### src/rfs_regs.vh
// Register offsets, field positions and reset values of the fault and output status bank
`ifndef RFS_REGS_VH
`define RFS_REGS_VH

// ----------------------------------------------------------------
// Printed register indices (not all multiples of four)
// ----------------------------------------------------------------
`define RFS_IDX_FAULT 8'h10
`define RFS_IDX_ANGLE 8'h11
`define RFS_IDX_VELOCITY 8'h12
`define RFS_IDX_IRQ_MASK 8'h20
`define RFS_IDX_CONTROL 8'h21

// ----------------------------------------------------------------
// Fault register bit positions
// ----------------------------------------------------------------
`define RFS_B_EXC_MON_HIGH 15
`define RFS_B_EXC_MON_LOW 14
`define RFS_B_SERIAL_ERR 13
`define RFS_B_BOOST_OV 12
`define RFS_B_CORE_OC 11
`define RFS_B_THERMAL 10
`define RFS_B_EXC_DISABLED 9
`define RFS_B_ABIST_FAIL 8
`define RFS_B_LBIST_FAIL 7
`define RFS_B_MAIN_OV 6
`define RFS_B_CORE_OV 5
`define RFS_B_PIN_MISMATCH 4
`define RFS_B_ALARM_PIN 3
`define RFS_B_ENC_A 2
`define RFS_B_ENC_B 1
`define RFS_B_ENC_Z 0

// Bits cleared by a read of the fault register
`define RFS_FAULT_RC_MASK 16'hfc71
// Angle and velocity register fields
`define RFS_B_PARITY 14
`define RFS_B_OUT_CLOCK 13
`define RFS_ANGLE_10BIT_MASK 13'h03ff
`define RFS_ANGLE_12BIT_MASK 13'h0fff
// Exciter mode code that disables the exciter
`define RFS_EXC_MODE_OFF 2'b11
`define RFS_RESET_VALUE 16'h0000
`define RFS_AXI_OKAY 2'b00
`define RFS_AXI_SLVERR 2'b10

`endif

### src/rfs_status_bank.v
// Fault, angle and velocity status registers behind an AXI4-Lite slave
//
// The AXI4-Lite slave port was chosen for this implementation.
`timescale 1ns/100ps
`include "rfs_regs.vh"

module rfs_status_bank (
	input wire aclk,
	input wire aresetn,
	input wire clk_en,
	input wire [7:0] s_axi_awaddr,
	input wire s_axi_awvalid,
	output reg s_axi_awready,
	input wire [31:0] s_axi_wdata,
	input wire [3:0] s_axi_wstrb,
	input wire s_axi_wvalid,
	output reg s_axi_wready,
	output reg [1:0] s_axi_bresp,
	output reg s_axi_bvalid,
	input wire s_axi_bready,
	input wire [7:0] s_axi_araddr,
	input wire s_axi_arvalid,
	output reg s_axi_arready,
	output reg [31:0] s_axi_rdata,
	output reg [1:0] s_axi_rresp,
	output reg s_axi_rvalid,
	input wire s_axi_rready,
	input wire exciter_sense_input_1,
	input wire exciter_sense_input_2,
	input wire exc_high_fault,
	input wire exc_low_fault,
	input wire serial_fault,
	input wire boost_ov_fault,
	input wire core_oc_fault,
	input wire thermal_warn,
	input wire [1:0] exciter_mode_control,
	input wire abist_running,
	input wire abist_done,
	input wire abist_pass,
	input wire diagnostic_exit_command,
	input wire lbist_done,
	input wire lbist_pass,
	input wire main_ov_fault,
	input wire core_ov_fault,
	input wire pin_mismatch,
	input wire alarm_pin,
	input wire encoder_a_pin,
	input wire encoder_b_pin,
	input wire encoder_z_pin,
	input wire [13:0] parallel_output_bus,
	input wire parallel_output_clock_level,
	input wire [13:0] velocity_in,
	input wire res_12bit,
	output reg irq
);

// ----------------------------------------------------------------
// State
// ----------------------------------------------------------------
reg [15:0] live_q;
reg [15:0] live_d;
wire [15:0] sticky_q;
wire [15:0] fault_q;
reg [15:0] mask_q;
reg [15:0] angle_q;
reg [15:0] velocity_q;
reg [7:0] awaddr_q;
reg [31:0] wdata_q;
reg [3:0] wstrb_q;
reg aw_have_q;
reg w_have_q;
reg [31:0] rdata_d;
reg rresp_bad;
wire rd_fault;
reg [12:0] angle_mask;
reg [13:0] vel_val;
wire [7:0] ar_idx;
wire [7:0] aw_idx;
wire do_write;
wire do_read;
wire out_parity;

assign ar_idx = {2'b00, s_axi_araddr[7:2]};
assign aw_idx = {2'b00, awaddr_q[7:2]};
assign do_write = aw_have_q && w_have_q && !s_axi_bvalid;
assign do_read = s_axi_arvalid && s_axi_arready;
// Even parity across the output bus
assign out_parity = ^parallel_output_bus;

// ----------------------------------------------------------------
// Fault flag next value
// ----------------------------------------------------------------
assign rd_fault = do_read && (ar_idx == `RFS_IDX_FAULT);
assign fault_q = live_q | sticky_q;
// Positions that hold no read-clear flag
assign sticky_q[9:7] = 3'b000;
assign sticky_q[3:1] = 3'b000;

always @* begin
	live_d = `RFS_RESET_VALUE;
	live_d[`RFS_B_EXC_DISABLED] = (exciter_mode_control == `RFS_EXC_MODE_OFF);
	// Self-test flags ignore reads; only a rerun result, or for ABIST a diagnostic exit while running, changes them
	live_d[`RFS_B_ABIST_FAIL] = live_q[`RFS_B_ABIST_FAIL];
	if (abist_done) begin
		live_d[`RFS_B_ABIST_FAIL] = !abist_pass;
	end
	if (diagnostic_exit_command && abist_running) begin
		live_d[`RFS_B_ABIST_FAIL] = 1'b1;
	end
	live_d[`RFS_B_LBIST_FAIL] = live_q[`RFS_B_LBIST_FAIL];
	if (lbist_done) begin
		live_d[`RFS_B_LBIST_FAIL] = !lbist_pass;
	end
	// Live pin monitors
	live_d[`RFS_B_ALARM_PIN] = alarm_pin;
	live_d[`RFS_B_ENC_A] = encoder_a_pin;
	live_d[`RFS_B_ENC_B] = encoder_b_pin;
end

// ----------------------------------------------------------------
// Read-clear fault flags
// ----------------------------------------------------------------
rfs_sticky_bit u_exc_high (
	.aclk(aclk),
	.aresetn(aresetn),
	.clk_en(clk_en),
	.set_evt(exc_high_fault && (exciter_sense_input_1 || exciter_sense_input_2)),
	.clr_rd(rd_fault),
	.flag_q(sticky_q[`RFS_B_EXC_MON_HIGH])
);

rfs_sticky_bit u_exc_low (
	.aclk(aclk),
	.aresetn(aresetn),
	.clk_en(clk_en),
	.set_evt(exc_low_fault),
	.clr_rd(rd_fault),
	.flag_q(sticky_q[`RFS_B_EXC_MON_LOW])
);

rfs_sticky_bit u_serial (
	.aclk(aclk),
	.aresetn(aresetn),
	.clk_en(clk_en),
	.set_evt(serial_fault),
	.clr_rd(rd_fault),
	.flag_q(sticky_q[`RFS_B_SERIAL_ERR])
);

rfs_sticky_bit u_boost_ov (
	.aclk(aclk),
	.aresetn(aresetn),
	.clk_en(clk_en),
	.set_evt(boost_ov_fault),
	.clr_rd(rd_fault),
	.flag_q(sticky_q[`RFS_B_BOOST_OV])
);

rfs_sticky_bit u_core_oc (
	.aclk(aclk),
	.aresetn(aresetn),
	.clk_en(clk_en),
	.set_evt(core_oc_fault),
	.clr_rd(rd_fault),
	.flag_q(sticky_q[`RFS_B_CORE_OC])
);

rfs_sticky_bit u_thermal (
	.aclk(aclk),
	.aresetn(aresetn),
	.clk_en(clk_en),
	.set_evt(thermal_warn),
	.clr_rd(rd_fault),
	.flag_q(sticky_q[`RFS_B_THERMAL])
);

rfs_sticky_bit u_main_ov (
	.aclk(aclk),
	.aresetn(aresetn),
	.clk_en(clk_en),
	.set_evt(main_ov_fault),
	.clr_rd(rd_fault),
	.flag_q(sticky_q[`RFS_B_MAIN_OV])
);

rfs_sticky_bit u_core_ov (
	.aclk(aclk),
	.aresetn(aresetn),
	.clk_en(clk_en),
	.set_evt(core_ov_fault),
	.clr_rd(rd_fault),
	.flag_q(sticky_q[`RFS_B_CORE_OV])
);

rfs_sticky_bit u_pin_mismatch (
	.aclk(aclk),
	.aresetn(aresetn),
	.clk_en(clk_en),
	.set_evt(pin_mismatch),
	.clr_rd(rd_fault),
	.flag_q(sticky_q[`RFS_B_PIN_MISMATCH])
);

// Z is held until read so short index pulses are seen
rfs_sticky_bit u_enc_z (
	.aclk(aclk),
	.aresetn(aresetn),
	.clk_en(clk_en),
	.set_evt(encoder_z_pin),
	.clr_rd(rd_fault),
	.flag_q(sticky_q[`RFS_B_ENC_Z])
);

// ----------------------------------------------------------------
// Sampled output values and interrupt
// ----------------------------------------------------------------
always @(posedge aclk) begin
	if (!aresetn) begin
		angle_q <= `RFS_RESET_VALUE;
		velocity_q <= `RFS_RESET_VALUE;
	end else if (clk_en) begin
		angle_q <= {1'b0, out_parity, parallel_output_clock_level,
			parallel_output_bus[12:0] & angle_mask & 13'h0fff};
		velocity_q <= {1'b0, out_parity, vel_val};
	end
end

// Level interrupt; follows the visible flags enabled in mask_q one cycle later
always @(posedge aclk) begin
	if (!aresetn) begin
		irq <= 1'b0;
	end else if (clk_en) begin
		irq <= |(fault_q & mask_q);
	end
end

// ----------------------------------------------------------------
// Output value formatting
// ----------------------------------------------------------------
always @* begin
	angle_mask = res_12bit ? `RFS_ANGLE_12BIT_MASK : `RFS_ANGLE_10BIT_MASK;
	// Sign extension keeps upper bits sane; reader still ignores them
	if (res_12bit) begin
		vel_val = {{2{velocity_in[11]}}, velocity_in[11:0]};
	end else begin
		vel_val = {{4{velocity_in[9]}}, velocity_in[9:0]};
	end
end

// ----------------------------------------------------------------
// Read mux
// ----------------------------------------------------------------
always @* begin
	rdata_d = 32'h0000_0000;
	rresp_bad = 1'b0;
	case (ar_idx)
		`RFS_IDX_FAULT: rdata_d = {16'h0000, fault_q};
		`RFS_IDX_ANGLE: rdata_d = {16'h0000, angle_q};
		`RFS_IDX_VELOCITY: rdata_d = {16'h0000, velocity_q};
		`RFS_IDX_IRQ_MASK: rdata_d = {16'h0000, mask_q};
		`RFS_IDX_CONTROL: rdata_d = 32'h0000_0000;
		default: rresp_bad = 1'b1;
	endcase
end

// ----------------------------------------------------------------
// Registers and bus slave
// ----------------------------------------------------------------
always @(posedge aclk) begin
	if (!aresetn) begin
		live_q <= `RFS_RESET_VALUE;
		mask_q <= `RFS_RESET_VALUE;
		awaddr_q <= 8'h00;
		wdata_q <= 32'h0000_0000;
		wstrb_q <= 4'h0;
		aw_have_q <= 1'b0;
		w_have_q <= 1'b0;
		s_axi_awready <= 1'b0;
		s_axi_wready <= 1'b0;
		s_axi_bvalid <= 1'b0;
		s_axi_bresp <= `RFS_AXI_OKAY;
		s_axi_arready <= 1'b0;
		s_axi_rvalid <= 1'b0;
		s_axi_rdata <= 32'h0000_0000;
		s_axi_rresp <= `RFS_AXI_OKAY;
	end else if (clk_en) begin
		live_q <= live_d;
		// Write channels taken independently, one outstanding
		s_axi_awready <= !aw_have_q && !s_axi_awready && !s_axi_bvalid;
		s_axi_wready <= !w_have_q && !s_axi_wready && !s_axi_bvalid;
		if (s_axi_awvalid && s_axi_awready) begin
			awaddr_q <= s_axi_awaddr;
			aw_have_q <= 1'b1;
			s_axi_awready <= 1'b0;
		end
		if (s_axi_wvalid && s_axi_wready) begin
			wdata_q <= s_axi_wdata;
			wstrb_q <= s_axi_wstrb;
			w_have_q <= 1'b1;
			s_axi_wready <= 1'b0;
		end
		if (do_write) begin
			aw_have_q <= 1'b0;
			w_have_q <= 1'b0;
			s_axi_bvalid <= 1'b1;
			s_axi_bresp <= `RFS_AXI_OKAY;
			if (aw_idx == `RFS_IDX_IRQ_MASK) begin
				if (wstrb_q[0]) begin
					mask_q[7:0] <= wdata_q[7:0];
				end
				if (wstrb_q[1]) begin
					mask_q[15:8] <= wdata_q[15:8];
				end
			end else if (aw_idx != `RFS_IDX_CONTROL && aw_idx != `RFS_IDX_FAULT &&
				aw_idx != `RFS_IDX_ANGLE && aw_idx != `RFS_IDX_VELOCITY) begin
				s_axi_bresp <= `RFS_AXI_SLVERR;
			end
		end else if (s_axi_bvalid && s_axi_bready) begin
			s_axi_bvalid <= 1'b0;
		end
		// Read: one outstanding, data registered with the handshake
		s_axi_arready <= !s_axi_arready && !s_axi_rvalid;
		if (do_read) begin
			s_axi_arready <= 1'b0;
			s_axi_rvalid <= 1'b1;
			s_axi_rdata <= rdata_d;
			s_axi_rresp <= rresp_bad ? `RFS_AXI_SLVERR : `RFS_AXI_OKAY;
		end else if (s_axi_rvalid && s_axi_rready) begin
			s_axi_rvalid <= 1'b0;
		end
	end
end

endmodule

// ----------------------------------------------------------------
// One read-clear fault flag
// ----------------------------------------------------------------
module rfs_sticky_bit #(
	parameter [0:0] INIT_VALUE = 1'b0
) (
	input wire aclk,
	input wire aresetn,
	input wire clk_en,
	input wire set_evt,
	input wire clr_rd,
	output reg flag_q
);

always @(posedge aclk) begin
	if (!aresetn) begin
		flag_q <= INIT_VALUE;
	end else if (clk_en) begin
		// Set beats a same-cycle clearing read so no event is lost
		if (set_evt) begin
			flag_q <= 1'b1;
		end else if (clr_rd) begin
			flag_q <= 1'b0;
		end
	end
end

endmodule

### config.mk
export PLATFORM = sky130hd
export DESIGN_NAME = rfs_status_bank
export DESIGN_NICKNAME = d
export VERILOG_FILES = /design/src/rfs_status_bank.v
export VERILOG_INCLUDE_DIRS = /design/src
export SDC_FILE = /design/constraint.sdc
export NUM_CORES = 1
export LEC_CHECK = 0
export BUFFER_PORTS_ARGS = -buffer_cell sky130_fd_sc_hd__buf_2
export CAP_MARGIN = 40
export CELL_PAD_IN_SITES_DETAIL_PLACEMENT = 1
export CELL_PAD_IN_SITES_GLOBAL_PLACEMENT = 1
export CORE_ASPECT_RATIO = 1.4
export CORE_MARGIN = 3
export CORE_UTILIZATION = 24
export DETAILED_ROUTE_END_ITERATION = 10
export PLACE_DENSITY = 0.6
export SYNTH_ARGS = -nofsm -noshare
export SYNTH_HDL_FRONTEND = slang
export SYNTH_SLANG_ARGS = --single-unit
export TNS_END_PERCENT = 1
### constraint.sdc
create_clock -name aclk -period 4.4 [get_ports aclk]
set_input_delay 0.66 -clock aclk [delete_from_list [all_inputs] [get_ports aclk]]
set_output_delay 0.66 -clock aclk [all_outputs]
set_load 0.01 [all_outputs]
=== Word-level counts from Yosys, hierarchy flattened ===
Cells that the tools add are included.
Widths: inputs -> output; s select.

* Word-level logic and storage cells: 143
* Output and inout port bits: 42
* Bits of input ports: 113
* Register bits: 131

* Mux-type cells: 30
* Reductions and logical operators: 68
* Bitwise logic cells: 3
* Equal/unequal tests: 11

{| class="wikitable"
|+ Operators by type and width
! operator !! count
|-
| $pmux 16 s4 || 1
|-
| $reduce_and 2->1 || 20
|-
| $reduce_bool 2->1 || 15
|-
| $mux 1 || 24
|-
| $eq 6x5->1 const B || 3
|-
| $eq 6x6->1 const B || 3
|-
| $logic_and 1x1->1 || 18
|-
| $ne 6x5->1 const B || 3
|-
| $and 16x16->16 || 1
|-
| $or 10x16->16 || 1
|-
| $reduce_or 16->1 || 1
|-
| $mux 14 || 1
|-
| $reduce_xor 14->1 || 1
|-
| $and 12x12->12 || 1
|-
| $mux 12 || 1
|-
| $logic_not 1->1 || 9
|-
| $reduce_and 4->1 || 2
|-
| $mux 2 || 3
|-
| $ne 6x6->1 const B || 1
|-
| $reduce_or 5->1 || 1
|-
| $eq 2x2->1 const B || 1
|-
| $logic_or 1x1->1 || 1
|}

=== Longest topological paths before layout ===
Gate-level depths: netlist of run 1.

* Depth in word-level cells: 6
* Mapped depth: 7
* Depth with buffers taken out: 5

=== Modules after synthesis ===
Synthesis of run 1 repeated with hierarchy kept, for this count alone.

* Cells, all modules: 580
* Area, all modules: 5044.8 sq um

{| class="wikitable"
|+ Modules (own cells, without submodules)
! module !! area an instance (sq um) !! cells each !! instances !! seq. area each (sq um)
|-
| rfs_status_bank || 4657.0 || 540 || 1 || 1961.9
|-
| rfs_sticky_bit || 38.8 || 4 || 10 || 20.0
|}

=== Worst setup path after synthesis of run 1 ===
OpenSTA, ideal clock, no wires.

* Path type: input to register
* Start point: input port clk_en
* End point: register mask_q[15]
* Stages: 6
* Buffers on the path: 1
* Slack: 2.421 ns
* Arrival: 1.852 ns
* Setup time: 0.128 ns
* Required time: 4.272 ns
* Cell sequence: clkbuf_1 -> nand4b_1 -> nor4_2 -> nand2_2 -> mux2i_1 -> nor2_1

* Word-level cells in the longest chain between the ends: 1

{| class="wikitable"
|+ RTL lines
! item !! line !! text
|-
| start, declared || rfs_status_bank.v:10 || <nowiki>input wire clk_en,</nowiki>
|-
| $reduce_and 4->1 (no line) || - ||
|-
| end signal, assigned || rfs_status_bank.v:272 || <nowiki>mask_q <= `RFS_RESET_VALUE;</nowiki>
|-
| end signal, assigned || rfs_status_bank.v:312 || <nowiki>mask_q[15:8] <= wdata_q[15:8];</nowiki>
|-
| end, declared || rfs_status_bank.v:64 || <nowiki>reg [15:0] mask_q;</nowiki>
|}

Every way passes these cells.
A chain may end at the register's enable or synchronous reset.

=== Worst setup path in the final report of run 1 ===
* Start point: input port clk_en
* End point: register s_axi_rdata[2]

* Word-level cells in the longest chain between the ends: 1

{| class="wikitable"
|+ RTL lines
! item !! line !! text
|-
| $reduce_and 2->1 (no line) || - ||
|-
| end signal, assigned || rfs_status_bank.v:326 || <nowiki>s_axi_rdata <= rdata_d;</nowiki>
|-
| end, declared || rfs_status_bank.v:24 || <nowiki>output reg [31:0] s_axi_rdata,</nowiki>
|}

Every way passes these cells.

==> results.txt, run 1 <==
switching fraction of total power = 0.249
Most used DFF post-synth = dfxtp_1
Post-Synth XOR/XNOR Area = 0.0281
Fin. Hold Viols = 0
Initial Utilization = 0.248
outcome = finished, final reports clean
GRT overflow = 0
max cap viols = 0
Flop pwr share = 0.522
Num Clock Sinks = 108
Comb power frac = 0.104
Skew-Pair Late Insertion Delay = 0.34 ns
Data arrival, critical path = 2.71 ns
Max H-tree Level = 3
largest family of logic cells by synthesized area = simple AND/OR/NAND/NOR gates
layout cells sized above 1 = 0.222
initial drt markers = 186
Seq/Total Area, Yosys = 0.463
via count = 3,966
Req. time, crit path = 4.68 ns
average wire per cell in the routed design = 17.0 µm
clk_skew = 0.00906 ns
CTS Root Cell = clkbuf_16
EDFF count, synth = 0
largest net degree at the start of global routing = 54
die footprint = 21,200 µm²
Slew HR = 0.522
Post-Synth Adder-Cell Area = 0
Max Clk Rate = 412 MHz
Die X = 124 µm
min-delay worst type = flop to flop
clock share of power = 0.374
number of gates resized after CTS = 0
Synth Area in Compound Gates = 0.147
die height = 171 µm
CTS Hold Bufs = 0
overall power = 1.99 mW
row cnt = 59
post-CTS setup repair buffer count = 0
Syn. warnings = 0
maximum vdd drop = 0.198 mV
CTS tree = built
top-area cell type share of the netlist area = 0.463
vias in the first global route = 4,284
Setup Crit Path Kind = input port to flop
vias per cell = 4.57
setup TNS = 0 ns
GR Util All Layers = 0.144
Yosys reg bits = 108
P per Cell Area = 354 nW/µm²
Buffers on Ports = 112
IO Pins = 155
startpoint types = input port
list of most frequent post-synthesis cells = 108 x dfxtp_1, 82 x nor2_1, 62 x mux2i_1
total CTS buffers = 9
Area Growth Syn to Fin = 20.4%
static leakage = 2.46 nW
Post-Syn Area = 4670 µm²
Mapped Cells = 524
Total Wirelength = 14,800 µm
Setup crit end kind = flop
Setup violations, final = 0
DRC = 0
first-pass GRT wire length = 23,200 µm
Std-Cell Core Area = 18,800 µm²
final period demand of the worst path = 2.43 ns
Worst Tran Pin Value = 0.715 ns
first-pass iteration count of the detailed router = 4
post-synthesis simple-gate area fraction = 0.167
Synth cell types = 46
antenna cells = 0
top cells by area, synth = dfxtp_1 46%, mux2i_1 13%, nor2_1 6.6%
mux share of post-synthesis cell area = 0.133
dominant cell type by area after synthesis = dfxtp_1
dpl hpwl = 11,300 µm
count leader, synth = dfxtp_1
Sw Pwr = 0.496 mW
Post-synth ARST share = 0
Clock Tree Buf Depth = 2
clock-pin slew on the worst setup and hold paths = 0.07 ns
final-report max-slew violation count = 0
Final #Nets = 733
Post-DRT Antenna Nets = 0
syn avg cell area = 8.92 µm²
CP Max Fanout = 21
RSZ-0062 raised after global routing = no
initial antenna violation count = 1
final RePlAce weighted congestion = 0.792
crit share post-route = 0.552
Internal = 1.50 mW
==> cell type report <==
class | count | area, µm²
clock buffers | 12 | 246
clock inverters | 2 | 12.5
fillers | 2278 | 13200
inverters | 3 | 11.3
multi-input cells | 382 | 2290
flip-flops and latches | 108 | 2160
well taps | 244 | 305
repair buffers | 116 | 603
==> cells by family after synthesis <==
family                 after synthesis
AND/OR/NAND/NOR                    176
AO/OA/AOI/OAI                      111
flip-flops                         108
multiplexers                        62
buffers and inverters               51
XOR/XNOR                            15
other                                1
==> stage by stage <==
| stage | cell area [µm²] | hold slack (ns) | instances | util | setup slack (ns) |
|---|---|---|---|---|---|
| 3_3_place_gp | 5350 | 0.448 | 852 | 0.284 | 1.63 |
| 6_report | 5630 | 0.454 | 867 | 0.299 | 1.97 |
| 2_1_floorplan | 4740 | 0.436 | 541 | - | 2.42 |
| 4_1_cts | 5630 | 0.457 | 867 | 0.299 | 1.94 |
| 5_1_grt | 5630 | 0.482 | 867 | 0.299 | 1.73 |
| 3_5_place_dp | 5370 | 0.447 | 853 | 0.285 | 1.58 |
==> final timing paths <==
path	from	to	slack, ns	cells past startpoint
max	clk_en	s_axi_rdata[2]	1.97	7
min	s_axi_rdata[12]	s_axi_rdata[12]	0.45	2
max reg2reg	s_axi_arready	s_axi_rdata[2]	2.44	6
min reg2reg	s_axi_rdata[12]	s_axi_rdata[12]	0.45	2
==> state kept, by name, indices dropped and copies added, names as in the netlist, 2 cells and up <==
register     flops
wdata_q         16
live_q           6
mask_q          16
velocity_q      13
s_axi_rdata     16
awaddr_q         6
angle_q         13
wstrb_q          2
==> routing by layer <==
layer	global-route usage	up-vias	wire length, µm
li1	-	1958	-
met1	0.167	1900	6020
met2	0.260	86	7850
met3	0.0251	20	553
met4	0.0539	2	350
met5	0	-	13
==> critical path, cell delays in order <==
cell	delay [ns]
buf_2	0.46
nand3_1	0.13
buf_4	0.27
nor3_1	0.24
o21a_1	0.54
o21ai_0	0.23
a21oi_1	0.16
==> power groups by stage <==
stage,clock (mW),sequential (mW),combinational (mW)
3_5_place_dp,0,1.06,0.211
2_1_floorplan,0,1.05,0.141
5_1_grt,0.816,1.05,0.234
3_3_place_gp,0,1.06,0.204
4_1_cts,0.771,1.04,0.212
6_report,0.746,1.04,0.208
==> cells in the final DEF, fill, tap and decap left out, types with 3 or more instances in the layout <==
master and count:
a21oi_1 47, conb_1 18, a22oi_1 19, a22o_1 13, nor2_1 82, mux2i_1 62
nand2_1 58, o21ai_0 10, xor2_1 3, clkbuf_16 9, buf_4 3, o21ai_1 10
nor3_1 7, buf_2 112, xnor2_1 12, dfxtp_1 108, nand2b_1 5, nand3_1 7
Note: power is estimated with default switching activity, not from simulation.
==> run 2, diff against run 1 <==
Settings changed: ABC_AREA set to 1, PLACE_DENSITY 0.6 to 0.64.
Clock period 4.4 ns to 2.15 ns, I/O delays scaled along.
==> run 2 against run 1 <==
Critical path depth is the same. First-iteration DRC count shrank 23%. Die area grew 2.7%. Combinational power grew 98%. Design area grew 4.5%. Critical endpoint is now mask_q[0]. Register-to-register slack lost 1.8 ns. Flip-flop and latch count is the same. Non-clock buffer count grew 11. Hold slack lost 0.28 ns.
==> results.txt, run 2 <==
outcome = finished, final reports clean
Req. time, crit path = 2.39 ns (-2.29 ns)
Synth cell types = 38 (-17%)
Yosys reg bits = 108 (unchanged)
final-report max-slew violation count = 0 (unchanged)
CTS Root Cell = clkbuf_16
Std-Cell Core Area = 19,400 µm² (+3.3%)
post-CTS setup repair buffer count = 0 (unchanged)
Fin. Hold Viols = 0 (unchanged)
die footprint = 21,800 µm² (+2.7%)
IO Pins = 155 (unchanged)
Regs by FF count = mask_q x16, s_axi_rdata x16, wdata_q x16
DP Area = 5570 µm² (+3.6%)
Syn. warnings = 0 (unchanged)
min-delay worst type = input port to flop
P per Cell Area = 734 nW/µm² (+110%)
Setup Crit Path Kind = flop to flop
overall power = 4.32 mW (+120%)
most common cell after layout, fill and taps aside = nand2_1
antenna cells = 0 (unchanged)
top cells by area, synth = dfxtp_1 45%, nand2_1 15%, a21oi_1 7.9%
Total Wirelength = 15,300 µm (+3.5%)
final RePlAce weighted congestion = 0.740 (-6.6%)
final period demand of the worst path = 1.52 ns
CP max-delay cell = dfxtp_1
commonest cells after routing, fill and taps aside = 188 x nand2_1, 112 x buf_2, 108 x dfxtp_1, 76 x a21oi_1, 64 x nor2_1
Initial Utilization = 0.247 (-0.00102)
total CTS buffers = 9 (unchanged)
average wire per cell in the routed design = 14.9 µm (-13%)
worst r2r src = awaddr_q[7]
Setup violations, final = 0 (unchanged)
Setup crit end kind = flop
Slew HR = 0.532 (+0.00989)
reg-to-reg endpoint = mask_q[0]
first-pass GRT wire length = 24,200 µm (+4.3%)
clk_skew = 0.00786 ns (-0.00120 ns)
static leakage = 2.65 nW (+7.4%)
max cap viols = 0 (unchanged)
startpoint types = flop
count leader, synth = nand2_1
Post-Syn Area = 4810 µm² (+2.9%)
GR Util All Layers = 0.138 (-0.00569)
Area Growth Syn to Fin = 22.4%
CP Max Fanout = 7 (-67%)
RSZ-0062 raised after global routing = no
Max H-tree Level = 3 (unchanged)
Most used DFF post-synth = dfxtp_1
clock-pin slew on the worst setup and hold paths = 0.08 ns (about the same)
setup TNS = 0 ns (unchanged)
maximum vdd drop = 0.347 mV (+75%)
first-pass iteration count of the detailed router = 4 (unchanged)
CP cell instances = inv_1, nor2_1, nand4_2, nor3_4, inv_1, nor2_1, nor2_1
initial drt markers = 143 (-23%)
layout cells sized above 1 = 0.205 (-0.0166)
worst hold start = lbist_pass
hold path endpoint = live_q[7]
worst hold margin = 0.178 ns (-0.275 ns)
largest net degree at the start of global routing = 50 (-7.4%)
Final #Nets = 889 (+21%)
syn avg cell area = 7.17 µm² (-20%)
CTS tree = built
hold path cells = 2 (unchanged)
die height = 173 µm (+1.4%)
Die X = 126 µm (+1.4%)
flop-to-flop setup slack = 0.63 ns (-1.81 ns)
top-area cell type share of the netlist area = 0.450 (-0.0129)
crit-path max cell delay = 0.34 ns (-0.20 ns)
CTS Hold Bufs = 0 (unchanged)
Num Clock Sinks = 108 (unchanged)
Buffers on Ports = 112 (unchanged)
Data arrival, critical path = 1.76 ns (-0.95 ns)
crit share post-route = 0.708
vias per cell = 4.48 (-2.2%)
Max Clk Rate = 657 MHz
row cnt = 60 (+1.7%)
design area = 5880 µm² (+4.5%)
Post-DRT Antenna Nets = 0 (unchanged)
dpl hpwl = 11,600 µm (+2.9%)
worst reg-to-reg path cell count = 7 (+1)
vias in the first global route = 4,649 (+8.5%)
Worst Tran Pin Value = 0.701 ns (-0.0145 ns)
dominant cell type by area after synthesis = dfxtp_1
initial antenna violation count = 1 (unchanged)
Seq/Total Area, Yosys = 0.450 (-0.0129)
Post-synth ARST share = 0 (unchanged)
DRC = 0 (unchanged)
Most common cell on crit path = nor2_1
post-layout util = 0.303 (+0.00347)
Mapped Cells = 671 (+28%)
via count = 4,605 (+16%)
number of gates resized after CTS = 0 (unchanged)
Clock Tree Buf Depth = 2 (unchanged)
GRT overflow = 0 (unchanged)
Skew-Pair Late Insertion Delay = 0.35 ns (about the same)
EDFF count, synth = 0 (unchanged)
list of most frequent post-synthesis cells = 188 x nand2_1, 108 x dfxtp_1, 76 x a21oi_1
==> run 2: changes by cell type in the layout (fill, tap and decap cells not counted), moves of 23 or more <==
cell	change
a21oi_1	+29
inv_1	+42
mux2i_1	-62
nand2_1	+130
nand3_1	+23
o21ai_0	+49
==> run 2: logic make-up (layout without fill, tap and decap cells) <==
logic type,Yosys count,after routing,synth area share
DFF,108,108,0.450
and+or+nand+nor,308,308,0.276
other,1,18,0.000780
xor gates and xnor gates,5,5,0.00911
AOI/OAI and AO/OA,152,152,0.167
buffers and inverters,97,190,0.0973
==> run 2: metrics by stage <==
step,instances,setup WS [ns]
2_1_floorplan,688,0.811
3_3_place_gp,1013,0.464
3_5_place_dp,1013,0.448
4_1_cts,1029,0.599
5_1_grt,1029,0.452
6_report,1029,0.628
==> run 2: how the worst max path moves through the flow <==
stage	from	to	slack (ns)	cells past startpoint
final	awaddr_q[7]	mask_q[0]	0.63	7
after global routing	awaddr_q[7]	mask_q[1]	0.45	7
after CTS	awaddr_q[7]	mask_q[0]	0.60	7
after detailed placement	s_axi_araddr[5]	s_axi_rdata[8]	0.45	8
after global placement	s_axi_araddr[5]	s_axi_rdata[4]	0.46	8
after floorplan	clk_en	mask_q[15]	0.81	8
==> run 2: worst max-delay path: cells and delay by family, from the launching register on <==
| kind | cells | cell delay (ns) |
|---|---|---|
| AND/OR/NAND/NOR | 5 | 0.86 |
| flip-flops | 1 | 0.34 |
| buffers and inverters | 2 | 0.21 |
==> run 2: final cells by class <==
class	instances	area, µm²
fillers	2455	13600
multi-input cells	483	2240
flip-flops and latches	108	2160
repair buffers	127	673
well taps	248	310
clock buffers	9	225
inverters	47	179
clock inverters	7	91.3
==> run 2: power breakdown <==
group          internal [mW]  switching, mW  total (mW)
logic                  0.156          0.256       0.412
clock network           1.02          0.760        1.78
registers               2.08         0.0531        2.13
total                   3.25           1.07        4.32
==> run 2: per-layer routing <==
metal	track usage	vias to the layer above	wire (µm)
met3	0.0234	20	637
met1	0.162	2134	6530
li1	-	2353	-
met4	0.0479	2	306
met5	0	-	9
met2	0.251	96	7810
